`src/pkg/decode_pkg.sv`:
```
// Constants, field layouts, operation codes and sequencer states for the instruction decoder.
// Assumes a single core clock; every instruction word arrives whole from the fetch unit.
//
// Notes on behaviour
// RL1 - Each instruction is one 14-bit word holding opcode and all operands.
// RL2 - One instruction cycle is four core clocks, paced by a divide-by-four.
// RL3 - Calls, accumulator calls and every return take two instruction cycles.
// RL4 - Jumps and both branch kinds take two cycles; skips too when taken.
// RL5 - A changed PC or a true test adds a second cycle run as a no-op.
// RL6 - Indirect file access adds a cycle when the pointer's top bit is set.
// RL7 - Every file instruction reads its register first, even when it only writes.
// RL8 - Destination bit 0 sends the result to the accumulator, 1 to the file.
// RL9 - Byte ops: file address bits 6:0, destination bit 7, opcode above.
// RL10 - Bit ops: opcode 13:10, bit number 9:7, file address 6:0.
// RL11 - General literal ops: 8-bit literal in 7:0, opcode in 13:8.
// RL12 - Call and jump: 11-bit target in 10:0, opcode in 13:11.
// RL13 - Page latch load takes 7 bits from 6:0; bank load 5 bits from 4:0.
// RL14 - Relative branch: signed 9-bit offset in 8:0, opcode in 13:9.
// RL15 - Pointer offset: select bit 6, 6-bit literal 5:0; step form select plus mode.
// RL16 - Indirect moves support pre/post increment/decrement via a two-bit mode.
// RL17 - Decode add-with-carry, subtract-with-borrow and the three shift opcodes.
// RL18 - Decode decrement/increment skip-if-zero and both bit-test skips.
// RL19 - Decode literal add, subtract, AND, OR, XOR and move opcodes.
// RL20 - Fixed words by low nibble: return, interrupt return, accumulator call, branch.
// RL21 - No-op, software reset, standby and watchdog clear; last two touch time-out/power-down.
// RL22 - Flag update enables per class: arithmetic C/DC/Z, logic and moves Z, rotates C.
// RL23 - Literal call and jump fill the upper PC bits from the page latch.
// RL24 - Relative branch target is instruction address plus one plus offset.
// RL25 - Undefined opcode patterns execute as a no-operation.

package decode_pkg;

  localparam int IW           = 14;
  localparam int PCW          = 15;
  localparam int FILE_W       = 7;
  localparam int DEST_BIT     = 7;
  localparam int BIT_LSB      = 7;
  localparam int BIT_W        = 3;
  localparam int LIT_W        = 8;
  localparam int TGT_W        = 11;
  localparam int PAGE_W       = 7;
  localparam int PAGE_JMP_LSB = 3;
  localparam int BANK_W       = 5;
  localparam int REL_W        = 9;
  localparam int PSEL_OFS_BIT = 6;
  localparam int PSEL_INC_BIT = 2;
  localparam int OFS_W        = 6;
  localparam int MODE_W       = 2;
  localparam int OSC_PER_CYCLE = 4;
  localparam logic [IW-1:0]     NOP_WORD   = 14'h0000;
  localparam logic [FILE_W-2:0] INDIRECT_FILE_PORT_UPPER = 6'h00;

  typedef enum logic [5:0] {
    OP_NOP, OP_ADDWF, OP_ADD_WITH_CARRY_OP, OP_ANDWF, OP_ASR, OP_LSL, OP_LSR, OP_CLRF, OP_CLRW,
    OP_COMF, OP_DECF, OP_INCF, OP_IORWF, OP_MOVF, OP_MOVWF, OP_RLF, OP_RRF, OP_SUBWF,
    OP_SUBTRACT_WITH_BORROW_OP, OP_SWAPF, OP_XORWF, OP_DECSZ, OP_INCSZ, OP_BCF, OP_BSF, OP_BTSC, OP_BTSS,
    OP_ADD_LITERAL_OP, OP_ANDLW, OP_IORLW, OP_BANKLD, OP_PAGELD, OP_MOVLW, OP_LITERAL_MINUS_ACC_OP, OP_XORLW,
    OP_RELBR, OP_ACCBR, OP_CALL, OP_ACCCALL, OP_JUMP, OP_IRET, OP_RETLIT, OP_RET,
    OP_WDTCLR, OP_OPTLD, OP_SWRESET, OP_STANDBY, OP_TRISLD, OP_PTRADD, OP_ILOAD,
    OP_ILOADK, OP_ISTORE, OP_ISTOREK
  } op_t;

  typedef enum logic [2:0] {
    ST_EXEC  = 3'b001,
    ST_EXTRA = 3'b010,
    ST_FLUSH = 3'b100
  } seq_state_t;

endpackage

```
`src/pkg/phase_if.sv`:
```
// Carries the instruction-cycle phase from the divider to the decoder.
// Both ends sit on core_clk.

`timescale 1ns/100ps

interface phase_if;
  logic [1:0] count;
  logic       last;

  modport src (output count, output last);
  modport dst (input  count, input  last);
endinterface

```
`src/verilog/cpu_instruction_decode.sv`:
```
// Instruction decoder and cycle sequencer for the 8-bit core.
// Words, addresses and datapath status arrive from logic on core_clk; no input is synchronised.

`timescale 1ns/100ps

module cpu_instruction_decode (
  input  wire logic                           core_clk,
  input  wire logic                           nrst,
  input  wire logic [decode_pkg::IW-1:0]      instr_word,
  input  wire logic                           instr_valid,
  input  wire logic [decode_pkg::PCW-1:0]     instr_addr,
  input  wire logic [7:0]                     acc_value,
  input  wire logic [decode_pkg::PAGE_W-1:0]  program_page_latch,
  input  wire logic                           indirect_pointer0_msb,
  input  wire logic                           indirect_pointer1_msb,
  input  wire logic                           cond_true,
  output logic [1:0]                          phase,
  output logic                                cycle_start,
  output logic                                word_taken,
  output decode_pkg::op_t                     op,
  output logic                                nop_cycle,
  output logic                                extra_cycle,
  output logic [decode_pkg::FILE_W-1:0]       file_addr,
  output logic                                dest_to_file,
  output logic [decode_pkg::BIT_W-1:0]        bit_num,
  output logic [decode_pkg::LIT_W-1:0]        literal8,
  output logic [decode_pkg::PAGE_W-1:0]       page_literal,
  output logic [decode_pkg::BANK_W-1:0]       bank_literal,
  output logic                                ptr_sel,
  output logic [decode_pkg::OFS_W-1:0]        ptr_offset,
  output logic [decode_pkg::MODE_W-1:0]       pointer_step_mode,
  output logic [decode_pkg::PCW-1:0]          jump_target,
  output logic                                file_read,
  output logic                                file_write,
  output logic                                acc_write,
  output logic                                upd_c,
  output logic                                upd_dc,
  output logic                                upd_z,
  output logic                                upd_to_pd,
  output logic                                indirect_prog_access
);

  phase_if ph ();

  cycle_phase_div u_div (
    .core_clk (core_clk),
    .nrst     (nrst),
    .ph       (ph.src)
  );

  assign phase = ph.count;

  // ----------------------------------------------------------------
  // Decode of the word on offer
  // ----------------------------------------------------------------
  logic [decode_pkg::IW-1:0]  w;
  decode_pkg::op_t            next_op;
  logic                       next_file_op;
  logic                       next_always_wr;
  logic                       next_acc_only;
  logic                       next_pc_change;
  logic                       next_skip_op;
  logic                       next_ptr_op;
  logic                       next_c;
  logic                       next_dc;
  logic                       next_z;
  logic                       next_ptr_sel;
  logic                       next_extra;
  logic [decode_pkg::PCW-1:0] next_target;
  logic [decode_pkg::PCW-1:0] pc_plus1;

  assign w        = instr_valid ? instr_word : decode_pkg::NOP_WORD; // RL1
  assign pc_plus1 = instr_addr + decode_pkg::PCW'(1);

  always_comb begin
    next_op        = decode_pkg::OP_NOP; // RL25
    next_file_op   = 1'b0;
    next_always_wr = 1'b0;
    next_acc_only  = 1'b0;
    next_pc_change = 1'b0;
    next_skip_op   = 1'b0;
    next_ptr_op    = 1'b0;
    casez (w)
      // Byte file operations
      14'b00_0111_????????: next_op = decode_pkg::OP_ADDWF;
      14'b11_1101_????????: next_op = decode_pkg::OP_ADD_WITH_CARRY_OP; // RL17
      14'b00_0101_????????: next_op = decode_pkg::OP_ANDWF;
      14'b11_0111_????????: next_op = decode_pkg::OP_ASR; // RL17
      14'b11_0101_????????: next_op = decode_pkg::OP_LSL; // RL17
      14'b11_0110_????????: next_op = decode_pkg::OP_LSR; // RL17
      14'b00_0001_1???????: next_op = decode_pkg::OP_CLRF;
      14'b00_0001_0000_00??: next_op = decode_pkg::OP_CLRW;
      14'b00_1001_????????: next_op = decode_pkg::OP_COMF;
      14'b00_0011_????????: next_op = decode_pkg::OP_DECF;
      14'b00_1010_????????: next_op = decode_pkg::OP_INCF;
      14'b00_0100_????????: next_op = decode_pkg::OP_IORWF;
      14'b00_1000_????????: next_op = decode_pkg::OP_MOVF;
      14'b00_0000_1???????: next_op = decode_pkg::OP_MOVWF;
      14'b00_1101_????????: next_op = decode_pkg::OP_RLF;
      14'b00_1100_????????: next_op = decode_pkg::OP_RRF;
      14'b00_0010_????????: next_op = decode_pkg::OP_SUBWF;
      14'b11_1011_????????: next_op = decode_pkg::OP_SUBTRACT_WITH_BORROW_OP; // RL17
      14'b00_1110_????????: next_op = decode_pkg::OP_SWAPF;
      14'b00_0110_????????: next_op = decode_pkg::OP_XORWF;
      14'b00_1011_????????: next_op = decode_pkg::OP_DECSZ; // RL18
      14'b00_1111_????????: next_op = decode_pkg::OP_INCSZ; // RL18
      // Bit file operations
      14'b01_00??_????????: next_op = decode_pkg::OP_BCF;
      14'b01_01??_????????: next_op = decode_pkg::OP_BSF;
      14'b01_10??_????????: next_op = decode_pkg::OP_BTSC; // RL18
      14'b01_11??_????????: next_op = decode_pkg::OP_BTSS; // RL18
      // Literal operations
      14'b11_1110_????????: next_op = decode_pkg::OP_ADD_LITERAL_OP; // RL19
      14'b11_1001_????????: next_op = decode_pkg::OP_ANDLW; // RL19
      14'b11_1000_????????: next_op = decode_pkg::OP_IORLW; // RL19
      14'b00_0000_001?????: next_op = decode_pkg::OP_BANKLD;
      14'b11_0001_1???????: next_op = decode_pkg::OP_PAGELD;
      14'b11_0000_????????: next_op = decode_pkg::OP_MOVLW; // RL19
      14'b11_1100_????????: next_op = decode_pkg::OP_LITERAL_MINUS_ACC_OP; // RL19
      14'b11_1010_????????: next_op = decode_pkg::OP_XORLW; // RL19
      // Control operations
      14'b11_001?_????????: next_op = decode_pkg::OP_RELBR;
      14'b00_0000_0000_1011: next_op = decode_pkg::OP_ACCBR; // RL20
      14'b10_0???_????????: next_op = decode_pkg::OP_CALL;
      14'b00_0000_0000_1010: next_op = decode_pkg::OP_ACCCALL; // RL20
      14'b10_1???_????????: next_op = decode_pkg::OP_JUMP;
      14'b00_0000_0000_1001: next_op = decode_pkg::OP_IRET; // RL20
      14'b11_0100_????????: next_op = decode_pkg::OP_RETLIT;
      14'b00_0000_0000_1000: next_op = decode_pkg::OP_RET; // RL20
      // Inherent operations
      14'b00_0000_0110_0100: next_op = decode_pkg::OP_WDTCLR; // RL21
      14'b00_0000_0110_0010: next_op = decode_pkg::OP_OPTLD;
      14'b00_0000_0000_0001: next_op = decode_pkg::OP_SWRESET; // RL21
      14'b00_0000_0110_0011: next_op = decode_pkg::OP_STANDBY; // RL21
      14'b00_0000_0110_01??: next_op = decode_pkg::OP_TRISLD;
      // Pointer operations
      14'b11_0001_0???????: next_op = decode_pkg::OP_PTRADD;
      14'b00_0000_0001_0???: next_op = decode_pkg::OP_ILOAD; // RL16
      14'b11_1111_0???????: next_op = decode_pkg::OP_ILOADK;
      14'b00_0000_0001_1???: next_op = decode_pkg::OP_ISTORE; // RL16
      14'b11_1111_1???????: next_op = decode_pkg::OP_ISTOREK;
      default:              next_op = decode_pkg::OP_NOP; // RL25
    endcase

    // Instruction classes
    case (next_op)
      decode_pkg::OP_ADDWF, decode_pkg::OP_ADD_WITH_CARRY_OP, decode_pkg::OP_ANDWF, decode_pkg::OP_ASR,
      decode_pkg::OP_LSL, decode_pkg::OP_LSR, decode_pkg::OP_COMF, decode_pkg::OP_DECF,
      decode_pkg::OP_INCF, decode_pkg::OP_IORWF, decode_pkg::OP_MOVF, decode_pkg::OP_RLF,
      decode_pkg::OP_RRF, decode_pkg::OP_SUBWF, decode_pkg::OP_SUBTRACT_WITH_BORROW_OP, decode_pkg::OP_SWAPF,
      decode_pkg::OP_XORWF: next_file_op = 1'b1; // RL7
      decode_pkg::OP_DECSZ, decode_pkg::OP_INCSZ, decode_pkg::OP_BTSC, decode_pkg::OP_BTSS: begin
        next_file_op = 1'b1;
        next_skip_op = 1'b1; // RL4
      end
      decode_pkg::OP_CLRF, decode_pkg::OP_MOVWF, decode_pkg::OP_BCF, decode_pkg::OP_BSF: begin
        next_file_op   = 1'b1; // RL7
        next_always_wr = 1'b1;
      end
      decode_pkg::OP_CLRW, decode_pkg::OP_ADD_LITERAL_OP, decode_pkg::OP_ANDLW, decode_pkg::OP_IORLW,
      decode_pkg::OP_MOVLW, decode_pkg::OP_LITERAL_MINUS_ACC_OP, decode_pkg::OP_XORLW: next_acc_only = 1'b1;
      decode_pkg::OP_CALL, decode_pkg::OP_ACCCALL, decode_pkg::OP_IRET, decode_pkg::OP_RET: begin
        next_pc_change = 1'b1; // RL3
      end
      decode_pkg::OP_RETLIT: begin
        next_pc_change = 1'b1; // RL3
        next_acc_only  = 1'b1;
      end
      decode_pkg::OP_JUMP, decode_pkg::OP_RELBR, decode_pkg::OP_ACCBR: next_pc_change = 1'b1; // RL4
      decode_pkg::OP_ILOAD, decode_pkg::OP_ILOADK: begin
        next_ptr_op   = 1'b1;
        next_acc_only = 1'b1;
      end
      decode_pkg::OP_ISTORE, decode_pkg::OP_ISTOREK: next_ptr_op = 1'b1;
      default: next_file_op = 1'b0;
    endcase

    // Status flag update enables
    next_c  = 1'b0;
    next_dc = 1'b0;
    next_z  = 1'b0;
    case (next_op)
      decode_pkg::OP_ADDWF, decode_pkg::OP_ADD_WITH_CARRY_OP, decode_pkg::OP_SUBWF, decode_pkg::OP_SUBTRACT_WITH_BORROW_OP,
      decode_pkg::OP_ADD_LITERAL_OP, decode_pkg::OP_LITERAL_MINUS_ACC_OP: begin
        next_c  = 1'b1; // RL22
        next_dc = 1'b1;
        next_z  = 1'b1;
      end
      decode_pkg::OP_ASR, decode_pkg::OP_LSL, decode_pkg::OP_LSR: begin
        next_c = 1'b1;
        next_z = 1'b1;
      end
      decode_pkg::OP_RLF, decode_pkg::OP_RRF: next_c = 1'b1; // RL22
      decode_pkg::OP_ANDWF, decode_pkg::OP_IORWF, decode_pkg::OP_XORWF, decode_pkg::OP_COMF,
      decode_pkg::OP_DECF, decode_pkg::OP_INCF, decode_pkg::OP_MOVF, decode_pkg::OP_CLRF,
      decode_pkg::OP_CLRW, decode_pkg::OP_ANDLW, decode_pkg::OP_IORLW, decode_pkg::OP_XORLW,
      decode_pkg::OP_ILOAD, decode_pkg::OP_ILOADK: begin
        next_z = 1'b1; // RL22
      end
      default: next_z = 1'b0;
    endcase

    // Pointer select of an indirect port or pointer move
    case (next_op)
      decode_pkg::OP_ILOAD, decode_pkg::OP_ISTORE: next_ptr_sel = w[decode_pkg::PSEL_INC_BIT]; // RL15
      default:                                     next_ptr_sel = w[decode_pkg::PSEL_OFS_BIT]; // RL15
    endcase
    if (next_file_op) begin
      next_ptr_sel = w[0];
    end
    next_extra = ((next_file_op && w[decode_pkg::FILE_W-1:1] == decode_pkg::INDIRECT_FILE_PORT_UPPER) || next_ptr_op)
                 && (next_ptr_sel ? indirect_pointer1_msb : indirect_pointer0_msb); // RL6

    // Program counter targets
    case (next_op)
      decode_pkg::OP_RELBR: next_target = pc_plus1 + decode_pkg::PCW'($signed(w[decode_pkg::REL_W-1:0])); // RL24 RL14
      decode_pkg::OP_ACCBR: next_target = pc_plus1 + decode_pkg::PCW'(acc_value);
      decode_pkg::OP_ACCCALL: next_target = {program_page_latch, acc_value};
      default: next_target = {program_page_latch[decode_pkg::PAGE_W-1:decode_pkg::PAGE_JMP_LSB],
                              w[decode_pkg::TGT_W-1:0]}; // RL23 RL12
    endcase
  end

  // ----------------------------------------------------------------
  // Cycle sequencer
  // ----------------------------------------------------------------
  decode_pkg::seq_state_t state;
  decode_pkg::seq_state_t next_state;
  logic                   pc_change;
  logic                   skip_op;
  logic                   extra_pending;
  logic                   two_cycle;

  assign two_cycle = pc_change || (skip_op && cond_true); // RL5

  always_comb begin
    case (state)
      decode_pkg::ST_EXEC: begin
        if (extra_pending) begin
          next_state = decode_pkg::ST_EXTRA; // RL6
        end else if (two_cycle) begin
          next_state = decode_pkg::ST_FLUSH; // RL5
        end else begin
          next_state = decode_pkg::ST_EXEC;
        end
      end
      decode_pkg::ST_EXTRA: next_state = two_cycle ? decode_pkg::ST_FLUSH : decode_pkg::ST_EXEC;
      decode_pkg::ST_FLUSH: next_state = decode_pkg::ST_EXEC;
      default:              next_state = decode_pkg::ST_EXEC;
    endcase
  end

  always_ff @(posedge core_clk or negedge nrst) begin
    if (!nrst) begin
      state <= decode_pkg::ST_EXEC;
    end else if (ph.last) begin
      state <= next_state; // RL2
    end
  end

  always_ff @(posedge core_clk or negedge nrst) begin
    if (!nrst) begin
      cycle_start <= 1'b0;
      word_taken  <= 1'b0;
      extra_cycle <= 1'b0;
      nop_cycle   <= 1'b0;
    end else begin
      cycle_start <= ph.last;
      word_taken  <= ph.last && next_state == decode_pkg::ST_EXEC && instr_valid;
      if (ph.last) begin
        extra_cycle <= next_state == decode_pkg::ST_EXTRA; // RL6
        nop_cycle   <= next_state == decode_pkg::ST_FLUSH; // RL5
      end
    end
  end

  // ----------------------------------------------------------------
  // Decoded fields, loaded when a new word is taken
  // ----------------------------------------------------------------
  logic take;
  logic bit_test;
  assign take     = ph.last && next_state == decode_pkg::ST_EXEC;
  assign bit_test = next_op inside {decode_pkg::OP_BTSC, decode_pkg::OP_BTSS};

  always_ff @(posedge core_clk or negedge nrst) begin
    if (!nrst) begin
      op                <= decode_pkg::OP_NOP;
      file_addr         <= '0;
      dest_to_file      <= 1'b0;
      bit_num           <= '0;
      literal8          <= '0;
      page_literal      <= '0;
      bank_literal      <= '0;
      ptr_sel           <= 1'b0;
      ptr_offset        <= '0;
      pointer_step_mode <= '0;
      jump_target       <= '0;
    end else if (take) begin
      op                <= next_op;
      file_addr         <= w[decode_pkg::FILE_W-1:0]; // RL9 RL10
      dest_to_file      <= w[decode_pkg::DEST_BIT]; // RL9
      bit_num           <= w[decode_pkg::BIT_LSB +: decode_pkg::BIT_W]; // RL10
      literal8          <= w[decode_pkg::LIT_W-1:0]; // RL11
      page_literal      <= w[decode_pkg::PAGE_W-1:0]; // RL13
      bank_literal      <= w[decode_pkg::BANK_W-1:0]; // RL13
      ptr_sel           <= next_ptr_sel;
      ptr_offset        <= w[decode_pkg::OFS_W-1:0]; // RL15
      pointer_step_mode <= w[decode_pkg::MODE_W-1:0]; // RL16
      jump_target       <= next_target;
    end
  end

  // Controls other than indirect_prog_access drop during a flushed cycle so the datapath sees a clean no-op
  always_ff @(posedge core_clk or negedge nrst) begin
    if (!nrst) begin
      pc_change            <= 1'b0;
      skip_op              <= 1'b0;
      extra_pending        <= 1'b0;
      file_read            <= 1'b0;
      file_write           <= 1'b0;
      acc_write            <= 1'b0;
      upd_c                <= 1'b0;
      upd_dc               <= 1'b0;
      upd_z                <= 1'b0;
      upd_to_pd            <= 1'b0;
      indirect_prog_access <= 1'b0;
    end else if (take) begin
      pc_change            <= next_pc_change;
      skip_op              <= next_skip_op;
      extra_pending        <= next_extra;
      file_read            <= next_file_op || next_ptr_op; // RL7
      file_write           <= next_always_wr || (next_file_op && w[decode_pkg::DEST_BIT] && !bit_test)
                              || next_op inside {decode_pkg::OP_ISTORE, decode_pkg::OP_ISTOREK}; // RL8
      acc_write            <= next_acc_only || (next_file_op && !next_always_wr && !w[decode_pkg::DEST_BIT]
                              && !bit_test); // RL8
      upd_c                <= next_c;
      upd_dc               <= next_dc;
      upd_z                <= next_z;
      upd_to_pd            <= next_op == decode_pkg::OP_WDTCLR || next_op == decode_pkg::OP_STANDBY; // RL21
      indirect_prog_access <= next_extra;
    end else if (ph.last) begin
      extra_pending <= 1'b0;
      if (next_state == decode_pkg::ST_FLUSH) begin
        pc_change     <= 1'b0;
        skip_op       <= 1'b0;
        file_read     <= 1'b0;
        file_write    <= 1'b0;
        acc_write     <= 1'b0;
        upd_c         <= 1'b0;
        upd_dc        <= 1'b0;
        upd_z         <= 1'b0;
        upd_to_pd     <= 1'b0;
      end
    end
  end

endmodule

```
`src/verilog/cycle_phase_div.sv`:
```
// Divide-by-four phase counter that paces instruction cycles.
// Runs freely from reset on core_clk; last marks the final clock of a cycle.

`timescale 1ns/100ps

module cycle_phase_div (
  input  wire logic core_clk,
  input  wire logic nrst,
  phase_if.src      ph
);

  logic [1:0] count;

  // ----------------------------------------------------------------
  // Phase counter
  // ----------------------------------------------------------------
  always_ff @(posedge core_clk or negedge nrst) begin
    if (!nrst) begin
      count <= 2'h0;
    end else begin
      count <= count + 2'h1; // RL2
    end
  end

  assign ph.count = count;
  assign ph.last  = (count == 2'(decode_pkg::OSC_PER_CYCLE - 1)); // RL2

endmodule

```
`config.mk`:
```
export PLATFORM = sky130hd
export DESIGN_NAME = cpu_instruction_decode
export DESIGN_NICKNAME = d
export VERILOG_FILES = /design/src/pkg/decode_pkg.sv /design/src/pkg/phase_if.sv /design/src/verilog/cpu_instruction_decode.sv /design/src/verilog/cycle_phase_div.sv
export SDC_FILE = /design/constraint.sdc
export NUM_CORES = 1
export LEC_CHECK = 0
export ABC_AREA = 1
export BUFFER_PORTS_ARGS = -buffer_cell sky130_fd_sc_hd__buf_2
export CAP_MARGIN = 15
export CORE_ASPECT_RATIO = 0.75
export CORE_MARGIN = 5
export CORE_UTILIZATION = 50
export CTS_CLUSTER_DIAMETER = 40
export CTS_CLUSTER_SIZE = 30
export DETAILED_ROUTE_END_ITERATION = 10
export PLACE_DENSITY = 0.74
export SYNTH_ARGS = -nofsm -noshare
export SYNTH_HDL_FRONTEND = slang
export SYNTH_SLANG_ARGS = --single-unit
```
`constraint.sdc`:
```
create_clock -name core_clk -period 5.3 [get_ports core_clk]
set_clock_uncertainty 0.15 [all_clocks]
set_input_delay 1.325 -clock core_clk [delete_from_list [all_inputs] [get_ports core_clk]]
set_output_delay 1.325 -clock core_clk [all_outputs]
set_load 0.02 [all_outputs]
```
==> flow_summary.html <==
<table>
<tr><th>Metric</th><th>Value</th></tr>
<tr><th colspan="2">Synth</th></tr>
<tr><td>Yosys Warn Count</td><td>0</td></tr>
<tr><td>Synthesized netlist cell count</td><td>769</td></tr>
<tr><td>Sequential share of the synthesized area</td><td>0.260</td></tr>
<tr><td>Syn Area/Cell</td><td>6.51 um2</td></tr>
<tr><td>Number of synthesized flops with an enable pin</td><td>0</td></tr>
<tr><td>Primary flip-flop cell chosen by synthesis mapping</td><td>sky130_fd_sc_hd__dfrtp_1</td></tr>
<tr><td>Portion of synthesized cell area occupied by the leading cell type</td><td>0.255</td></tr>
<tr><td>Fraction of registers with async set or reset after synthesis</td><td>1.00</td></tr>
<tr><td>Post-synthesis net count</td><td>835</td></tr>
<tr><td>Cell type with the largest total area after synthesis</td><td>sky130_fd_sc_hd__dfrtp_1</td></tr>
<tr><td>Post-synthesis instance area</td><td>5010 um2</td></tr>
<tr><td>Count of state elements after synthesis</td><td>52</td></tr>
<tr><td>Number of distinct standard cells referenced by the synthesized netlist</td><td>48</td></tr>
<tr><td>Cell types occupying the most area after synthesis</td><td>sky130_fd_sc_hd__dfrtp_1 25%, sky130_fd_sc_hd__nand2_1 16%, sky130_fd_sc_hd__nand3_1 7.9%, sky130_fd_sc_hd__nor2_1 6.7%, sky130_fd_sc_hd__inv_1 5.3%</td></tr>
<tr><th colspan="2">Die</th></tr>
<tr><td>Placement row count</td><td>31</td></tr>
<tr><td>Total Die Area</td><td>12100 um2</td></tr>
<tr><td>DIE HEIGHT</td><td>96.7 um</td></tr>
<tr><td>Starting density of the core</td><td>0.514</td></tr>
<tr><td>Floorplan Core Area</td><td>9740 um2</td></tr>
<tr><td>Die W</td><td>126 um</td></tr>
<tr><td>Number of I/O pins</td><td>125</td></tr>
<tr><th colspan="2">Clock network</th></tr>
<tr><td>CTS resizes</td><td>0</td></tr>
<tr><td>Post-cts hold buffer count</td><td>0</td></tr>
<tr><td>Root buffer cell</td><td>sky130_fd_sc_hd__clkbuf_16</td></tr>
<tr><td>Clk Latency, worst-skew pair</td><td>0.30 ns</td></tr>
<tr><td>TritonCTS clock tree</td><td>built</td></tr>
<tr><td>Clock tree buffer depth</td><td>2</td></tr>
<tr><td>Clock buffer count from CTS</td><td>5</td></tr>
<tr><td>CTS Sinks</td><td>52</td></tr>
<tr><td>Clock-pin transition on the worst setup and hold timing paths</td><td>0.08 ns</td></tr>
<tr><td>Post-CTS setup buffer count</td><td>0</td></tr>
<tr><td>Clock H-tree levels</td><td>2</td></tr>
<tr><th colspan="2">Critical path</th></tr>
<tr><td>CP startpoint kind</td><td>input pin</td></tr>
<tr><td>Critical Path End</td><td>jump_target[8]</td></tr>
<tr><td>Critical R2R Launch</td><td>u_div.ph.count[0]</td></tr>
<tr><td>Cell seen most often among critical-path stages</td><td>sky130_fd_sc_hd__nand3_1</td></tr>
<tr><td>Worst-path maximum fanout</td><td>18</td></tr>
<tr><td>Maximum single-stage delay on the critical path</td><td>0.48 ns</td></tr>
<tr><td>Critical Path Slowest Stage Cell</td><td>sky130_fd_sc_hd__buf_2</td></tr>
<tr><td>Number of cells on the worst reg-to-reg path</td><td>10</td></tr>
<tr><td>Worst reg2reg endpoint</td><td>extra_pending</td></tr>
<tr><td>Ordered list of cells on the worst path</td><td>buf_2 -&gt; nand2_2 -&gt; inv_2 -&gt; nand4_1 -&gt; nor2_2 -&gt; nand2_8 -&gt; nor2_1 -&gt; nor2_1 -&gt; ha_1 -&gt; fa_1 -&gt; nand3_1 -&gt; nand2_1 -&gt; nand2_1 -&gt; nand3_1 -&gt; or2_2 -&gt; nand3_1 -&gt; nand3_1 -&gt; o21ai_0 -&gt; inv_1</td></tr>
<tr><td>Required time at the endpoint of the critical path</td><td>5.35 ns</td></tr>
<tr><td>Path type of the worst setup path</td><td>in2reg</td></tr>
<tr><td>Crit end category</td><td>flip-flop</td></tr>
<tr><td>CP startpoint</td><td>instr_valid</td></tr>
<tr><td>Setup slack of the most critical reg-to-reg path</td><td>3.15 ns</td></tr>
<tr><td>Arrival time reported for the critical path endpoint</td><td>4.51 ns</td></tr>
<tr><th colspan="2">Placed design</th></tr>
<tr><td>Final estimated routing congestion in global placement</td><td>1.01</td></tr>
<tr><td>Post-place instance area</td><td>5510 um2</td></tr>
<tr><td>Post-detail-place hpwl</td><td>13.7 mm</td></tr>
<tr><td># port buffers</td><td>124</td></tr>
<tr><th colspan="2">Finish</th></tr>
<tr><td>Share of final-layout standard cells stronger than drive strength 1</td><td>0.234</td></tr>
<tr><td>Finished Cell Area</td><td>5660 um2</td></tr>
<tr><td>Net count, final</td><td>927</td></tr>
<tr><td>Number of antenna repair diodes</td><td>0</td></tr>
<tr><td>Area overhead of the layout relative to synthesis</td><td>13.0%</td></tr>
<tr><td>Number of fill cells in the layout</td><td>953</td></tr>
<tr><th colspan="2">Power and ir drop</th></tr>
<tr><td>Maximum ir drop on the vdd rail</td><td>0.126 mV</td></tr>
<tr><td>Power Internal</td><td>792 uW</td></tr>
<tr><td>Combinational Power Share</td><td>0.377</td></tr>
<tr><td>Power spent charging and discharging nets</td><td>542 uW</td></tr>
<tr><td>Switching part of the total power</td><td>0.406</td></tr>
<tr><td>Share of total power in sequential cells</td><td>0.366</td></tr>
<tr><td>Static power due to leakage</td><td>0.00336 uW</td></tr>
<tr><td>Clock power frac</td><td>0.257</td></tr>
<tr><td>Ratio of total power to cell area</td><td>236 nW/um2</td></tr>
<tr><th colspan="2">Detailed routing</th></tr>
<tr><td>Number of search-and-repair iterations in the first detailed-routing pass</td><td>6</td></tr>
<tr><td>Post-Route WL</td><td>17.2 mm</td></tr>
<tr><td>Vias after detailed routing</td><td>5652</td></tr>
<tr><td>ANT nets after route</td><td>0</td></tr>
<tr><td>DRT iter0 DRCs</td><td>553</td></tr>
<tr><td>Detailed-route wire length per cell</td><td>17.3 um</td></tr>
<tr><td>Via-to-Cell Ratio</td><td>5.69</td></tr>
<tr><td>Count of unresolved DRC violations after routing</td><td>0</td></tr>
<tr><th colspan="2">Worst hold path</th></tr>
<tr><td>Worst min path class</td><td>reg2reg</td></tr>
<tr><td>Cell count of the worst hold path</td><td>1</td></tr>
<tr><th colspan="2">GRT</th></tr>
<tr><td>Number of global-route vias before repair</td><td>5229</td></tr>
<tr><td>Antenna violations before repair</td><td>0</td></tr>
<tr><td>Global Route Usage Sum</td><td>0.280</td></tr>
<tr><td>First-pass GRT wire length</td><td>27.7 mm</td></tr>
<tr><td>Maximum number of pins on one net before global-route repair</td><td>53</td></tr>
<tr><td>Congestion Overflow GR</td><td>0</td></tr>
<tr><th colspan="2">STA</th></tr>
<tr><td>Pin slew with the least headroom to its limit</td><td>0.712 ns</td></tr>
<tr><td>Crit share post-route</td><td>0.841</td></tr>
<tr><td>Fin crit period</td><td>4.46 ns</td></tr>
<tr><td>Setup violation total in the final timing report</td><td>0</td></tr>
<tr><td>Setup TNS after final layout</td><td>0 ns</td></tr>
<tr><td>Final number of hold-violating endpoints</td><td>0</td></tr>
<tr><td>Headroom to the max-slew limit</td><td>0.526</td></tr>
<tr><td>Final count of pins violating max slew</td><td>0</td></tr>
<tr><td>Achievable frequency</td><td>0.224 GHz</td></tr>
<tr><td>Unrepaired setup endpoints after global routing</td><td>no</td></tr>
<tr><th colspan="2">Status</th></tr>
<tr><td>Run status</td><td>finished, final reports clean</td></tr>
<tr><th colspan="2">Flow run</th></tr>
<tr><td>Max capacitance violation total</td><td>0</td></tr>
</table>
-- power by group through the flow --
| stage | registers (uW) | logic [uW] | clock network, uW |
|---|---|---|---|
| 6_report | 488 | 503 | 343 |
| 5_1_grt | 498 | 552 | 366 |
| 4_1_cts | 488 | 499 | 348 |
| 3_5_place_dp | 496 | 497 | 0 |
| 3_3_place_gp | 492 | 497 | 0 |
| 2_1_floorplan | 559 | 292 | 0 |
-- final cells by class --
type | count | area [um2] | area share
clock buffers | 5 | 125 | 0.0221
clock inverters | 3 | 21.3 | 0.00376
inverters | 85 | 322 | 0.0568
multi-input cells | 590 | 3080 | 0.544
flip-flops and latches | 52 | 1300 | 0.230
well taps | 132 | 165 | 0.0292
repair buffers | 127 | 643 | 0.114
-- worst max-delay path: cells and delay by family --
family / cells / cell delay [ns]
buffers and inverters: 3 / 0.71
adder cells (fa/ha/maj): 2 / 0.69
AND/OR/NAND/NOR: 13 / 1.70
AO/OA/AOI/OAI: 1 / 0.10
-- routing by layer --
layer	track usage	share of wire	vias to the layer above
li1	-	-	2678
met1	0.408	0.47	2581
met2	0.386	0.39	353
met3	0.0980	0.12	40
met4	0.0817	0.023	0
met5	0	0	-
-- flip-flops by register name (all words and copies together) (netlist names), 2 cells and up --
name and cells:
literal8 7, op 6, jump_target 15, u_div.ph.count 2, state 3, bit_num 3
-- kinds of logic (layout without fill, tap and decap cells) --
family          Yosys count  in the layout  synth area share
fa+ha+maj                16             16            0.0415
compound gates           75             75            0.0860
xor+xnor                 13             13            0.0227
buf+inv                 127            220             0.124
simple gates            486            486             0.465
flops                    52             52             0.260
-- cells in the mapped netlist, types with 2 or more instances --
library cell and number:
sky130_fd_sc_hd__a21oi_1 24, sky130_fd_sc_hd__nand2_1 213, sky130_fd_sc_hd__a22oi_1 6, sky130_fd_sc_hd__o21ai_0 25, sky130_fd_sc_hd__nand2_8 2, sky130_fd_sc_hd__nand3_1 79
sky130_fd_sc_hd__nor3_4 2, sky130_fd_sc_hd__nor4_1 2, sky130_fd_sc_hd__a22o_1 2, sky130_fd_sc_hd__nor2_4 3, sky130_fd_sc_hd__o211ai_1 2, sky130_fd_sc_hd__nand2_2 13
sky130_fd_sc_hd__ha_1 15, sky130_fd_sc_hd__nand2_4 7, sky130_fd_sc_hd__nand3b_1 5, sky130_fd_sc_hd__nor3_1 18, sky130_fd_sc_hd__xor2_1 9, sky130_fd_sc_hd__clkbuf_1 6
sky130_fd_sc_hd__o21ai_1 2, sky130_fd_sc_hd__xnor2_1 4, sky130_fd_sc_hd__nor2_1 89, sky130_fd_sc_hd__nand4_2 2, sky130_fd_sc_hd__inv_1 71, sky130_fd_sc_hd__inv_2 12
sky130_fd_sc_hd__buf_4 31, sky130_fd_sc_hd__buf_6 2, sky130_fd_sc_hd__dfrtp_1 51, sky130_fd_sc_hd__a221oi_1 2, sky130_fd_sc_hd__nor2_2 10, sky130_fd_sc_hd__a31oi_1 8
sky130_fd_sc_hd__or2_2 6, sky130_fd_sc_hd__nand4_1 26, sky130_fd_sc_hd__nand3_2 5
-- worst min path at each step --
stage / from / end / slack, ns
6_report: u_div.ph.count[0] / u_div.ph.count[0] / 0.30
3_3_place_gp: u_div.ph.count[0] / u_div.ph.count[0] / 0.28
2_1_floorplan: extra_pending / extra_pending / 0.30
3_5_place_dp: u_div.ph.count[0] / u_div.ph.count[0] / 0.30
4_1_cts: u_div.ph.count[0] / u_div.ph.count[0] / 0.31
5_1_grt: u_div.ph.count[0] / u_div.ph.count[0] / 0.34
-- cells in the final DEF, fill, tap and decap left out, types with 3 or more instances in the layout --
cell type	n
sky130_fd_sc_hd__inv_1	71
sky130_fd_sc_hd__buf_2	124
sky130_fd_sc_hd__nor3_1	18
sky130_fd_sc_hd__nor2_4	3
sky130_fd_sc_hd__xor2_1	9
sky130_fd_sc_hd__nand2_4	7
sky130_fd_sc_hd__dfrtp_1	51
sky130_fd_sc_hd__inv_2	12
sky130_fd_sc_hd__nand4_1	26
sky130_fd_sc_hd__a21oi_1	24
sky130_fd_sc_hd__a22oi_1	6
sky130_fd_sc_hd__nor2_1	89
sky130_fd_sc_hd__o21ai_0	25
sky130_fd_sc_hd__a31oi_1	8
sky130_fd_sc_hd__nand3_1	79
sky130_fd_sc_hd__clkbuf_16	5
sky130_fd_sc_hd__nor2_2	10
sky130_fd_sc_hd__nand3b_1	5
sky130_fd_sc_hd__nand2_2	13
sky130_fd_sc_hd__ha_1	15
sky130_fd_sc_hd__nand3_2	5
sky130_fd_sc_hd__nand2_1	213
sky130_fd_sc_hd__or2_2	6
sky130_fd_sc_hd__buf_4	3
sky130_fd_sc_hd__xnor2_1	4
-- metrics by stage --
| stage | total power, uW | cells | utilization | hold WS [ns] | worst slack (ns) |
|---|---|---|---|---|---|
| after CTS | 1340 | 994 | 0.581 | 0.310 | 0.923 |
| after global placement | 990 | 986 | 0.566 | 0.279 | 0.688 |
| after floorplan | 851 | 769 | - | 0.300 | 1.27 |
| after global routing | 1420 | 994 | 0.581 | 0.336 | 0.625 |
| after detailed placement | 993 | 986 | 0.566 | 0.300 | 0.615 |
| final | 1330 | 994 | 0.581 | 0.304 | 0.841 |
Power figures use the tool's default switching activity.
